--- src/inc/ors_pkg.sv ---
// Package with constants and types of the output ramp sequencer
// Overview of operation
// Eight load-regulation slopes, zero to largest, selectable and applied.
// Non-zero slope lowers output target in proportion to measured current.
// After turn-on command wait the on delay, then start ramping upward.
// With fall rate set, off delay spans command until output reaches zero.
// Without fall rate, both switches go off when off delay expires.
// Rate-controlled off waits off delay minus ramp-down time before ramping down.
// Manager programs off delay longer than the ramp-down time.
// Off-delay field is bits 5:0, delay in whole milliseconds, 0 to 63.
// Off-delay field resets to 11 milliseconds.
// Off-delay register bits 7:6 always read zero.
// Setpoint ramps in fixed 10 mV steps timed to meet the slew rate.
// Step time comes from dividing the manager's common master clock.
// Manager writes rise and fall rate selections into the ramp config register.
// Manager writes on and off delays into their delay registers.
// Into pre-bias, stage stays off until rising setpoint passes output level; an off command before that turns it on in the off delay.
// Manager rewrites all setup registers at power-up; copies reset to defaults.
// Delays count whole milliseconds from master clock; new off command restarts.
// Stepper stops exactly at target, clamping the last step.
package ors_pkg;

    // Register offsets
    localparam logic [7:0] ADDR_RAMP_CFG = 8'h03;
    localparam logic [7:0] ADDR_ON_DLY   = 8'h05;
    localparam logic [7:0] ADDR_OFF_DLY  = 8'h06;
    localparam logic [7:0] ADDR_LOADREG  = 8'h08;
    localparam logic [7:0] ADDR_RUN      = 8'h15;

    // Reset values
    localparam logic [7:0] RST_RAMP_CFG = 8'h00;
    localparam logic [7:0] RST_ON_DLY   = 8'h00;
    localparam logic [5:0] RST_OFF_DLY  = 6'h0B;
    localparam logic [2:0] RST_LOADREG  = 3'h0;

    // Field positions
    localparam int RISE_LSB = 0;
    localparam int FALL_LSB = 4;

    // Setpoint: 12 bit, 2.5 mV per LSB; a 10 mV step is 4 LSB
    localparam int          VW       = 12;
    localparam logic [11:0] STEP_LSB = 12'h004;

    // Master clock edges per millisecond (500 kHz master clock)
    localparam logic [9:0] MCLK_PER_MS = 10'h1F4;

    // Droop coefficient: LSB per amp times 256; current input is 1/16 A per LSB
    localparam int DROOP_SHIFT = 12;

    typedef enum logic [2:0] {
        ST_IDLE  = 3'b000,
        ST_ONDLY = 3'b001,
        ST_RISE  = 3'b010,
        ST_REG   = 3'b011,
        ST_OFFDL = 3'b100,
        ST_FALL  = 3'b101
    } ors_state_t;

    // Master clock edges per 10 mV step for a slew-rate code
    function automatic logic [5:0] ors_step_edges(input logic [3:0] code);
        logic [5:0] e;
        e = 6'h01;
        case (code[2:0])
            3'd1:    e = 6'h32;  // 0.1 V/ms
            3'd2:    e = 6'h19;  // 0.2 V/ms
            3'd3:    e = 6'h0A;  // 0.5 V/ms
            3'd4:    e = 6'h05;  // 1 V/ms
            3'd5:    e = 6'h03;  // about 1.7 V/ms
            3'd6:    e = 6'h02;  // 2.5 V/ms
            default: e = 6'h01;  // 5 V/ms
        endcase
        return e;
    endfunction : ors_step_edges

    // Load-regulation coefficient, LSB per amp times 256
    function automatic logic [9:0] ors_droop_coef(input logic [2:0] code);
        logic [9:0] c;
        c = 10'h000;
        case (code)
            3'd1:    c = 10'h04C;  // 0.74 mV/A
            3'd2:    c = 10'h099;  // 1.49 mV/A
            3'd3:    c = 10'h0E4;  // 2.23 mV/A
            3'd4:    c = 10'h11E;  // 2.79 mV/A
            3'd5:    c = 10'h17C;  // 3.71 mV/A
            3'd6:    c = 10'h1C9;  // 4.46 mV/A
            3'd7:    c = 10'h214;  // 5.2 mV/A
            default: c = 10'h000;  // 0 mV/A
        endcase
        return c;
    endfunction : ors_droop_coef

endpackage : ors_pkg

--- src/verilog/ors_tick_div.sv ---
// Master clock synchroniser and divider giving edge and millisecond ticks
`timescale 1ns/1ps
module ors_tick_div (
    // Clock and reset
    input  wire logic i_sys_clk,
    input  wire logic i_rst,
    // Master clock pin
    input  wire logic i_master_clk,
    // Ticks
    output logic      o_edge_tick,
    output logic      o_ms_tick
);
    import ors_pkg::*;

    logic       sync1_ff;
    logic       sync2_ff;
    logic       prev_ff;
    logic [9:0] ms_cnt_ff;

    // Two flops before any logic looks at the pin
    always_ff @(posedge i_sys_clk or posedge i_rst) begin
        if (i_rst) begin
            sync1_ff <= 1'b0;
            sync2_ff <= 1'b0;
            prev_ff  <= 1'b0;
        end else begin
            sync1_ff <= i_master_clk;
            sync2_ff <= sync1_ff;
            prev_ff  <= sync2_ff;
        end
    end

    always_ff @(posedge i_sys_clk or posedge i_rst) begin
        if (i_rst) begin
            o_edge_tick <= 1'b0;
        end else begin
            o_edge_tick <= sync2_ff & ~prev_ff;
        end
    end

    always_ff @(posedge i_sys_clk or posedge i_rst) begin
        if (i_rst) begin
            ms_cnt_ff <= 10'h000;
            o_ms_tick <= 1'b0;
        end else begin
            o_ms_tick <= 1'b0;
            if (sync2_ff & ~prev_ff) begin
                if (ms_cnt_ff == MCLK_PER_MS - 10'h001) begin
                    ms_cnt_ff <= 10'h000;
                    o_ms_tick <= 1'b1;
                end else begin
                    ms_cnt_ff <= ms_cnt_ff + 10'h001;
                end
            end
        end
    end

endmodule : ors_tick_div

--- src/verilog/ors_sequencer.sv ---
// Turn-on/off sequencer, setpoint ramp stepper and load-line regulation
`timescale 1ns/1ps
module ors_sequencer (
    // Clock and reset
    input  wire logic        i_sys_clk,
    input  wire logic        i_rst,
    // Master clock pin from the power manager
    input  wire logic        i_master_clk,
    // Register port
    input  wire logic        i_reg_wr,
    input  wire logic [7:0]  i_reg_addr,
    input  wire logic [7:0]  i_reg_wdata,
    output logic      [7:0]  o_reg_rdata,
    // Commands
    input  wire logic        i_on_cmd,
    input  wire logic        i_off_cmd,
    // Target and measurements
    input  wire logic [11:0] i_vset,
    input  wire logic [11:0] i_vout_meas,
    input  wire logic [7:0]  i_iout_meas,
    // Power stage control
    output logic [11:0]      o_setpoint,
    output logic [11:0]      o_reg_target,
    output logic             o_stage_en,
    output ors_pkg::ors_state_t o_state
);
    import ors_pkg::*;

    logic [7:0]  ramp_cfg_ff;
    logic [7:0]  on_dly_ff;
    logic [5:0]  off_dly_ff;
    logic [2:0]  loadreg_ff;
    logic        edge_tick;
    logic        ms_tick;
    ors_state_t  state_ff;
    logic [7:0]  ms_cnt_ff;
    logic [17:0] off_elapsed_ff;
    logic [17:0] fall_ticks_ff;
    logic [5:0]  step_cnt_ff;
    logic        prebias_ok_ff;
    logic [5:0]  rise_edges;
    logic [5:0]  fall_edges;
    logic        fall_set;
    logic [17:0] off_total;
    logic [17:0] nxt_fall_ticks;
    logic        step_due;
    logic [17:0] droop_prod;
    logic [11:0] droop;

    assign rise_edges = ors_step_edges(ramp_cfg_ff[RISE_LSB +: 4]);
    assign fall_edges = ors_step_edges(ramp_cfg_ff[FALL_LSB +: 4]);
    assign fall_set   = ramp_cfg_ff[FALL_LSB +: 4] != 4'h0;

    // Whole milliseconds converted into master clock edges
    assign off_total = 18'(off_dly_ff) * 18'(MCLK_PER_MS);
    // Ramp-down length in master clock edges; a part step costs a whole step,
    // so zero lands at the end of the delay rather than one step late
    assign nxt_fall_ticks = 18'(({1'b0, o_setpoint} + 13'h0003) >> 2) * 18'(fall_edges);

    ors_tick_div u_div (
        .i_sys_clk    (i_sys_clk),
        .i_rst        (i_rst),
        .i_master_clk (i_master_clk),
        .o_edge_tick  (edge_tick),
        .o_ms_tick    (ms_tick)
    );

    // Register writes; all copies fall back to defaults on reset
    always_ff @(posedge i_sys_clk or posedge i_rst) begin
        if (i_rst) begin
            ramp_cfg_ff <= RST_RAMP_CFG;
            on_dly_ff   <= RST_ON_DLY;
            off_dly_ff  <= RST_OFF_DLY;
            loadreg_ff  <= RST_LOADREG;
        end else if (i_reg_wr) begin
            case (i_reg_addr)
                ADDR_RAMP_CFG: ramp_cfg_ff <= i_reg_wdata;
                ADDR_ON_DLY:   on_dly_ff   <= i_reg_wdata;
                ADDR_OFF_DLY:  off_dly_ff  <= i_reg_wdata[5:0];
                ADDR_LOADREG:  loadreg_ff  <= i_reg_wdata[2:0];
                default:       ramp_cfg_ff <= ramp_cfg_ff;
            endcase
        end
    end

    // Registered read data; unmapped offsets read zero
    always_ff @(posedge i_sys_clk or posedge i_rst) begin
        if (i_rst) begin
            o_reg_rdata <= 8'h00;
        end else begin
            case (i_reg_addr)
                ADDR_RAMP_CFG: o_reg_rdata <= ramp_cfg_ff;
                ADDR_ON_DLY:   o_reg_rdata <= on_dly_ff;
                ADDR_OFF_DLY:  o_reg_rdata <= {2'b00, off_dly_ff};
                ADDR_LOADREG:  o_reg_rdata <= {5'h00, loadreg_ff};
                ADDR_RUN:      o_reg_rdata <= {4'h0, o_stage_en, o_state};
                default:       o_reg_rdata <= 8'h00;
            endcase
        end
    end

    // Step pacing: one 10 mV step every N master clock edges
    assign step_due = edge_tick &&
        (step_cnt_ff + 6'h01 >= ((state_ff == ST_FALL) ? fall_edges : rise_edges));

    always_ff @(posedge i_sys_clk or posedge i_rst) begin
        if (i_rst) begin
            step_cnt_ff <= 6'h00;
        end else if (state_ff != ST_RISE && state_ff != ST_FALL) begin
            step_cnt_ff <= 6'h00;
        end else if (step_due) begin
            step_cnt_ff <= 6'h00;
        end else if (edge_tick) begin
            step_cnt_ff <= step_cnt_ff + 6'h01;
        end
    end

    // Sequencing state machine
    always_ff @(posedge i_sys_clk or posedge i_rst) begin
        if (i_rst) begin
            state_ff       <= ST_IDLE;
            ms_cnt_ff      <= 8'h00;
            off_elapsed_ff <= 18'h0_0000;
            fall_ticks_ff  <= 18'h0_0000;
            o_setpoint     <= 12'h000;
            prebias_ok_ff  <= 1'b0;
        end else if (i_off_cmd && state_ff != ST_IDLE) begin
            // A fresh off command in any state but idle starts the off sequence over
            state_ff       <= ST_OFFDL;
            off_elapsed_ff <= 18'h0_0000;
            fall_ticks_ff  <= nxt_fall_ticks;
        end else begin
            case (state_ff)
                ST_IDLE: begin
                    if (i_on_cmd) begin
                        state_ff      <= ST_ONDLY;
                        ms_cnt_ff     <= 8'h00;
                        o_setpoint    <= 12'h000;
                        prebias_ok_ff <= 1'b0;
                    end
                end
                ST_ONDLY: begin
                    if (ms_cnt_ff >= on_dly_ff) begin
                        state_ff <= ST_RISE;
                    end else if (ms_tick) begin
                        ms_cnt_ff <= ms_cnt_ff + 8'h01;
                    end
                end
                ST_RISE: begin
                    if (o_setpoint >= i_vout_meas) begin
                        prebias_ok_ff <= 1'b1;
                    end
                    if (o_setpoint >= i_vset) begin
                        o_setpoint <= i_vset;
                        state_ff   <= ST_REG;
                    end else if (step_due) begin
                        // Last step is clamped so the target is never passed
                        o_setpoint <= (i_vset - o_setpoint <= STEP_LSB) ?
                                      i_vset : o_setpoint + STEP_LSB;
                    end
                end
                ST_REG: begin
                    o_setpoint <= i_vset;
                end
                ST_OFFDL: begin
                    if (edge_tick) begin
                        off_elapsed_ff <= off_elapsed_ff + 18'h0_0001;
                    end
                    if (fall_set) begin
                        // Ramp starts so that zero lands at the end of the delay;
                        // if the delay is too short the ramp starts at once
                        if (off_elapsed_ff + fall_ticks_ff >= off_total) begin
                            state_ff <= ST_FALL;
                        end
                    end else if (off_elapsed_ff >= off_total) begin
                        state_ff      <= ST_IDLE;
                        o_setpoint    <= 12'h000;
                        prebias_ok_ff <= 1'b0;
                    end
                end
                ST_FALL: begin
                    if (o_setpoint == 12'h000) begin
                        state_ff      <= ST_IDLE;
                        prebias_ok_ff <= 1'b0;
                    end else if (step_due) begin
                        o_setpoint <= (o_setpoint <= STEP_LSB) ?
                                      12'h000 : o_setpoint - STEP_LSB;
                    end
                end
                default: begin
                    state_ff <= ST_IDLE;
                end
            endcase
        end
    end

    always_ff @(posedge i_sys_clk or posedge i_rst) begin
        if (i_rst) begin
            o_state <= ST_IDLE;
        end else begin
            o_state <= state_ff;
        end
    end

    // Power stage held off into pre-bias until the ramp crosses the output or an off command enters the off delay
    always_ff @(posedge i_sys_clk or posedge i_rst) begin
        if (i_rst) begin
            o_stage_en <= 1'b0;
        end else begin
            case (state_ff)
                ST_RISE:  o_stage_en <= prebias_ok_ff || (o_setpoint >= i_vout_meas);
                ST_REG:   o_stage_en <= 1'b1;
                ST_OFFDL: o_stage_en <= 1'b1;
                ST_FALL:  o_stage_en <= 1'b1;
                default:  o_stage_en <= 1'b0;
            endcase
        end
    end

    // Load line: target drops with measured current
    assign droop_prod = 18'(i_iout_meas) * 18'(ors_droop_coef(loadreg_ff));
    assign droop      = 12'(droop_prod >> DROOP_SHIFT);

    always_ff @(posedge i_sys_clk or posedge i_rst) begin
        if (i_rst) begin
            o_reg_target <= 12'h000;
        end else begin
            o_reg_target <= (o_setpoint > droop) ? o_setpoint - droop : 12'h000;
        end
    end

endmodule : ors_sequencer

--- config.mk ---
export PLATFORM = sky130hd
export DESIGN_NAME = ors_sequencer
export DESIGN_NICKNAME = d
export VERILOG_FILES = /design/src/inc/ors_pkg.sv /design/src/verilog/ors_tick_div.sv /design/src/verilog/ors_sequencer.sv
export SDC_FILE = /design/constraint.sdc
export NUM_CORES = 1
export LEC_CHECK = 0
export ABC_AREA = 1
export BUFFER_PORTS_ARGS = -buffer_cell sky130_fd_sc_hd__buf_2
export CAP_MARGIN = 0
export CORE_UTILIZATION = 60
export DETAILED_ROUTE_END_ITERATION = 10
export GPL_ROUTABILITY_DRIVEN = 0
export GPL_TIMING_DRIVEN = 0
export PLACE_DENSITY_LB_ADDON = 0.1
export SKIP_LAST_GASP = 1
export SYNTH_ARGS = -nofsm -noshare
export SYNTH_HDL_FRONTEND = slang
export SYNTH_SLANG_ARGS = --single-unit
--- constraint.sdc ---
create_clock -name i_sys_clk -period 7.7 [get_ports i_sys_clk]
set_input_delay 1.155 -clock i_sys_clk [delete_from_list [all_inputs] [get_ports i_sys_clk]]
set_output_delay 1.155 -clock i_sys_clk [all_outputs]
set_load 0.01 [all_outputs]
## Word level (Yosys, flattened, before mapping)

Index checks and enable logic that the tools add are counted.
Widths: inputs -> output; s select.

- Register bits after elaboration: 130
- Input bits: 54
- Output and inout port bits: 36
- Word-level logic and storage cells: 164

- Add/subtract/negate cells: 10
- $mul: 3
- Order comparisons: 9
- Equality and inequality tests: 49
- Mux-type cells: 45
- Bitwise logic cells: 3
- Reductions and logical operators: 24

Operators with widths:

| cell | number |
|---|---|
| $mux 12 | 10 |
| $pmux 6 s6 | 2 |
| $pmux 10 s7 | 1 |
| $pmux 12 s5 | 1 |
| $mux 18 | 3 |
| $pmux 8 s5 | 1 |
| $eq 3x3->1 const B | 12 |
| $ge 18x15->1 | 2 |
| $eq 3x2->1 const B | 8 |
| $ge 12x12->1 | 2 |
| $le 12x3->1 const B | 2 |
| $mux 3 | 8 |
| $mux 6 | 4 |
| $mux 8 | 3 |
| $add 18x1->18 const B | 1 |
| $add 18x18->18 | 1 |
| $mul 8x10->18 | 1 |
| $pmux 3 s6 | 1 |
| $mul 11x6->17 | 1 |
| $eq 8x3->1 const B | 2 |
| $ne 2x2->1 const B | 8 |
| $pmux 8 s2 | 1 |
| $ne 3x3->1 const B | 5 |
| $reduce_and 7->1 | 2 |
| 39 further kinds | 61 |

## Longest topological paths before layout

- Depth in word-level cells: 8
- Gate-level depth with buffers: 37
- Gate-level depth less buffers: 36

## Hierarchy

A second synthesis with hierarchy kept.

- Cells, all modules: 2042
- Area total of the unflattened synthesis: 14908.0 um^2

Modules (own cells, without submodules):

| module | instances | cells each | area an instance (um^2) |
|---|---|---|---|
| ors_sequencer | 1 | 1955 | 14171.1 |
| ors_tick_div | 1 | 87 | 737.0 |

## Worst setup path before layout

OpenSTA, ideal clock, no wires.

- Path type: in2reg
- Start: in i_iout_meas[2]
- End: reg o_reg_target[11]
- Library setup time: 0.086 ns
- Arrival time: 6.258 ns
- Data required time: 7.614 ns
- Slack: 1.356 ns
- Cell stages on the path: 27
- Cell sequence: clkinv_1 -> or2_2 -> fa_1 -> fa_1 -> inv_1 -> fa_1 -> inv_1 -> fa_1 -> inv_1 -> ha_1 -> a21oi_1 -> o21bai_1 -> a21o_1 -> nand2_1 -> nand2_1 -> nand2_1 -> nand2_1 -> xnor2_1 -> ha_1 -> nand2_1 -> o21ai_0 -> nand3_1 -> nand2_1 -> nor2_1 -> a31oi_1 -> nor2_1 -> nor3_1

- Word-level cells in the longest chain between the ends: 3
- Elaborated cells on any way between the ends: 4
- Those cells by class: 1 x add/sub; 1 x mul; 1 x order compare; 1 x mux

RTL lines:

| what | line | source |
|---|---|---|
| from (decl) | ors_sequencer.sv:20 | `input wire logic [7:0] i_iout_meas,` |
| $mul 8x10->18 (*) | ors_sequencer.sv:221 | `assign droop_prod = 18'(i_iout_meas) * 18'(ors_droop_coef(loadreg_ff));` |
| $sub 12x6->12 / $gt 12x6->1 (equally long branches) | ors_sequencer.sv:228 | `o_reg_target <= (o_setpoint > droop) ? o_setpoint - droop : 12'h000;` |
| $mux 12 (*) | ors_sequencer.sv:228 |  |
| to (signal assigned) | ors_sequencer.sv:228 |  |
| to (decl) | ors_sequencer.sv:23 | `output logic [11:0] o_reg_target,` |

Mark *: on every way between the ends. The rest lies on a longest branch, timed or not.
A chain may end at the register's enable or synchronous reset.

## Worst setup path after layout

- Start: reg loadreg_ff[0]
- End: reg o_reg_target[11]

- Word-level cells in the longest chain between the ends: 5
- Elaborated cells on any way between the ends: 12
- Those cells by class: 1 x add/sub; 1 x mul; 1 x order compare; 7 x eq/ne; 2 x mux

RTL lines:

| what | line | source |
|---|---|---|
| from (decl) | ors_sequencer.sv:32 | `logic [2:0] loadreg_ff;` |
| from (signal assigned) | ors_sequencer.sv:80 | `ADDR_LOADREG: loadreg_ff <= i_reg_wdata[2:0];` |
| $eq 3x3->1, or another cell as far along | ors_pkg.sv:79 | `case (code)` |
| $pmux 10 s7 (*) | ors_pkg.sv:79 |  |
| $mul 8x10->18 (*) | ors_sequencer.sv:221 |  |
| $sub 12x6->12 / $gt 12x6->1 (equally long branches) | ors_sequencer.sv:228 |  |
| $mux 12 (*) | ors_sequencer.sv:228 |  |

Marks and branches as above.

==> impl_metrics.yaml <==
synth:
  seq_area_frac_synth: 0.2197
  syn_nets: 2325
  yosysTopAreaCell: "dfrtp_1"
  synth_compound_area_frac: 0.09884
  synth-edff-count: 0
  synth_top_family_by_area: "adder cells"
  ys_seq_elements: 129
  synth.distinct_cells: 56
  synth.mux.area_fraction: 0.001446
  synth_area_leaders: "dfrtp_1, ha_1, fa_1"
  synthArstFlopShare: 1.000
  avgSynthCellArea_sq_um: 7.384
  yosys_warnings: 0
  synth_ff_type: "dfrtp_1"
  synth_xor_area_frac: 0.03811
  synth_top_area_frac: 0.2144
  synthSimpleGateAreaFrac: 0.2509
  synthesis.area_sq_um: 14710
  syn_inst: 1992
  synth_adder_area_share: 0.2879
setup_path:
  path_depth: 34
  start_kind: "flip-flop"
  worstPathArrival_ps: 7400
  critPathKind: "reg -> reg"
  cp_common_cell: "nand2_1"
  critPathBufInv: 6
  slowest_stage: "fa_1"
  required_ps: 8000
  critPathMaxStageDelay_ps: 550
  r2r_slack_ps: 600
  ff2ff_path_depth: 34
  cp_top_family: "adder cells"
  cp_max_fo: 8
  worstSetupEndpointType: "flip-flop"
final_layout:
  layout_commonest_cell: "nand2_1"
  final_cell_count_no_fill: 2433
  syn_to_final_growth_pct: 9.756
  antenna_cells: 0
  num-fill-cells: 2026
  most-common-layout-cells: "nand2_1, inv_1, nor2_1"
  regArea_sq_um: 3232
  multi_input_area_sq_um: 9972
  drive_gt1_frac: 0.08798
  fin_nets: 2434
sta:
  holdWs_ps: 355.8
  slew_headroom: 0.4383
  setup_tns_ps: 0
  post-route-period-util: 0.9215
  setup_viol: 0
  period_minus_slack_ps: 7096
  slew_viol_final: 0
  rsz0062_at_grt: "no"
  timing.fmax_ghz: 0.1409
  fin_ws_ps: 604.2
  hold_viol: 0
  clock_skew_ps: 16.14
  worstMarginPinSlew_ps: 839.4
die:
  die_x_microns: 158.6
  num_rows: 56
  io_pins: 90
  die_h_microns: 158.6
  core_sq_um: 23750
  fp.dieArea_sq_um: 25150
  initial_core_util: 0.6193
placed_design:
  post-place-ws_ps: 410.5
  io_buffers: 89
  placed_cells: 2401
  post-dp-hpwl_microns: 29580
detailed_routing:
  wl_per_cell_microns: 14.88
  wl_microns: 36210
  drt_iter0_markers: 1002
  viasPerCell: 5.497
  vias: 13380
  ant_nets: 0
  drt_first_pass_iters: 5
  drcViolationCount: 0
pwr:
  ir_worst_vdd_uv: 138.3
  p_leak_nw: 9.096
  comb_power_share: 0.501
  p_clk_frac: 0.234
  swShare: 0.4672
  seqPwrFrac: 0.266
  powerDensity_nw_per_um2: 201.5
  power.switching_mw: 1.520
  internal_power_mw: 1.733
cts:
  clk_path_buf_depth: 2
  postCtsSetupRepairBufs: 0
  path_clk_slew_ps: 70
  cts_tree: "yes"
  htree_num_levels: 4
  clock-sinks: 129
  clock_latency_ps: 440
  cts-buffers-inserted: 17
  clock-root-buffer: "clkbuf_16"
global_routing:
  grt_pass1_wl_microns: 60740
  grt_max_degree: 83
  grtUsageTotal: 0.3069
  antenna_found_initial: 0
  grt_pass1_vias: 12950
  grt.overflow.total: 0
flow_run:
  max_cap_violations: 0
min_path:
  min_path_cells: 0
  holdCritPathClass: "reg -> reg"
outcome:
  status: "finished, final reports clean"
## path summary, 6_finish.rpt
| kind | from | endpoint |
|---|---|---|
| worst max-delay path | loadreg_ff[0] | o_reg_target[11] |
| worst min-delay path | u_div.sync1_ff | u_div.sync2_ff |
| worst max register to register | loadreg_ff[0] | o_reg_target[11] |
| worst min register to register | u_div.sync1_ff | u_div.sync2_ff |
| max in group asynchronous | i_rst | u_div.ms_cnt_ff[4] |
| min in group asynchronous | i_rst | off_dly_ff[4] |
## area by class of cell
type                       instances  area share
sequential                       129      0.2002
tap                              319     0.02472
clock buffer                      18     0.02720
buffer                            24    0.006355
timing repair buffer              90     0.02930
clock inverter                    14    0.006588
multi-input combinational       1462      0.6177
inverter                         377     0.08796
## power by group through the flow
| stage | Combinational (mW) | Sequential (mW) | Clock (mW) |
|---|---|---|---|
| floorplan | 1.16 | 0.856 | 0 |
| global placement | 1.54 | 0.871 | 0 |
| detailed placement | 1.58 | 0.874 | 0 |
| CTS | 1.60 | 0.862 | 0.764 |
| global route | 1.85 | 0.874 | 0.797 |
| finish | 1.63 | 0.864 | 0.760 |
## layer usage
| metal | GRT usage | wire length, microns | vias to the layer above |
|---|---|---|---|
| met5 | 0 | 0 | - |
| met4 | 0.1058 | 833 | 0 |
| met3 | 0.03647 | 2210 | 67 |
| met2 | 0.5073 | 16970 | 461 |
| met1 | 0.4162 | 16200 | 6267 |
| li1 | - | - | 6580 |
## cell usage after synthesis, drive strengths merged (6+ instances only)
| library cell | n |
|---|---|
| o21ai | 86 |
| xnor2 | 16 |
| o21bai | 6 |
| nand4 | 43 |
| buf | 8 |
| clkinv | 8 |
| o221ai | 7 |
| inv | 369 |
| xor2 | 48 |
| dfrtp | 126 |
| nand2 | 460 |
| or2 | 6 |
| a21oi | 95 |
| fa | 99 |
| clkbuf | 16 |
| a211oi | 6 |
| nor2 | 219 |
| ha | 180 |
| nor3 | 34 |
| o22ai | 11 |
| a31oi | 7 |
| nand3 | 91 |
## per-stage QoR
stage	util	instance area, sq um	power, mW
after detailed placement	0.6562	15590	2.456
after floorplan	-	14710	2.018
final	0.6797	16140	3.253
after global routing	0.6797	16140	3.519
after CTS	0.6792	16130	3.226
after global placement	0.6548	15550	2.412
## cells by family after synthesis
group | Yosys count
compound gates | 252
mux | 2
xor+xnor | 64
simple gates | 865
flops | 129
fa+ha+maj | 279
buf+inv | 401
## sequential cells by signal (all words and copies together) (netlist names)
signal / count
o_state: 3
prebias_ok_ff: 1
on_dly_ff: 8
o_stage_en: 1
u_div.sync2_ff: 1
off_elapsed_ff: 18
ramp_cfg_ff: 8
u_div.sync1_ff: 1
off_dly_ff: 6
state_ff: 3
ms_cnt_ff: 8
u_div.o_edge_tick: 1
o_reg_rdata: 8
loadreg_ff: 3
fall_ticks_ff: 17
u_div.o_ms_tick: 1
o_reg_target: 12
u_div.ms_cnt_ff: 10
u_div.prev_ff: 1
o_setpoint: 12
step_cnt_ff: 6
## timing repair
action	4_1_cts	5_1_grt
hold buffers	0	0
hold endpoints to repair	0	0
gates resized for setup	0	4
setup endpoints to repair	0	10
No activity file was read; power rests on OpenSTA's default activity.
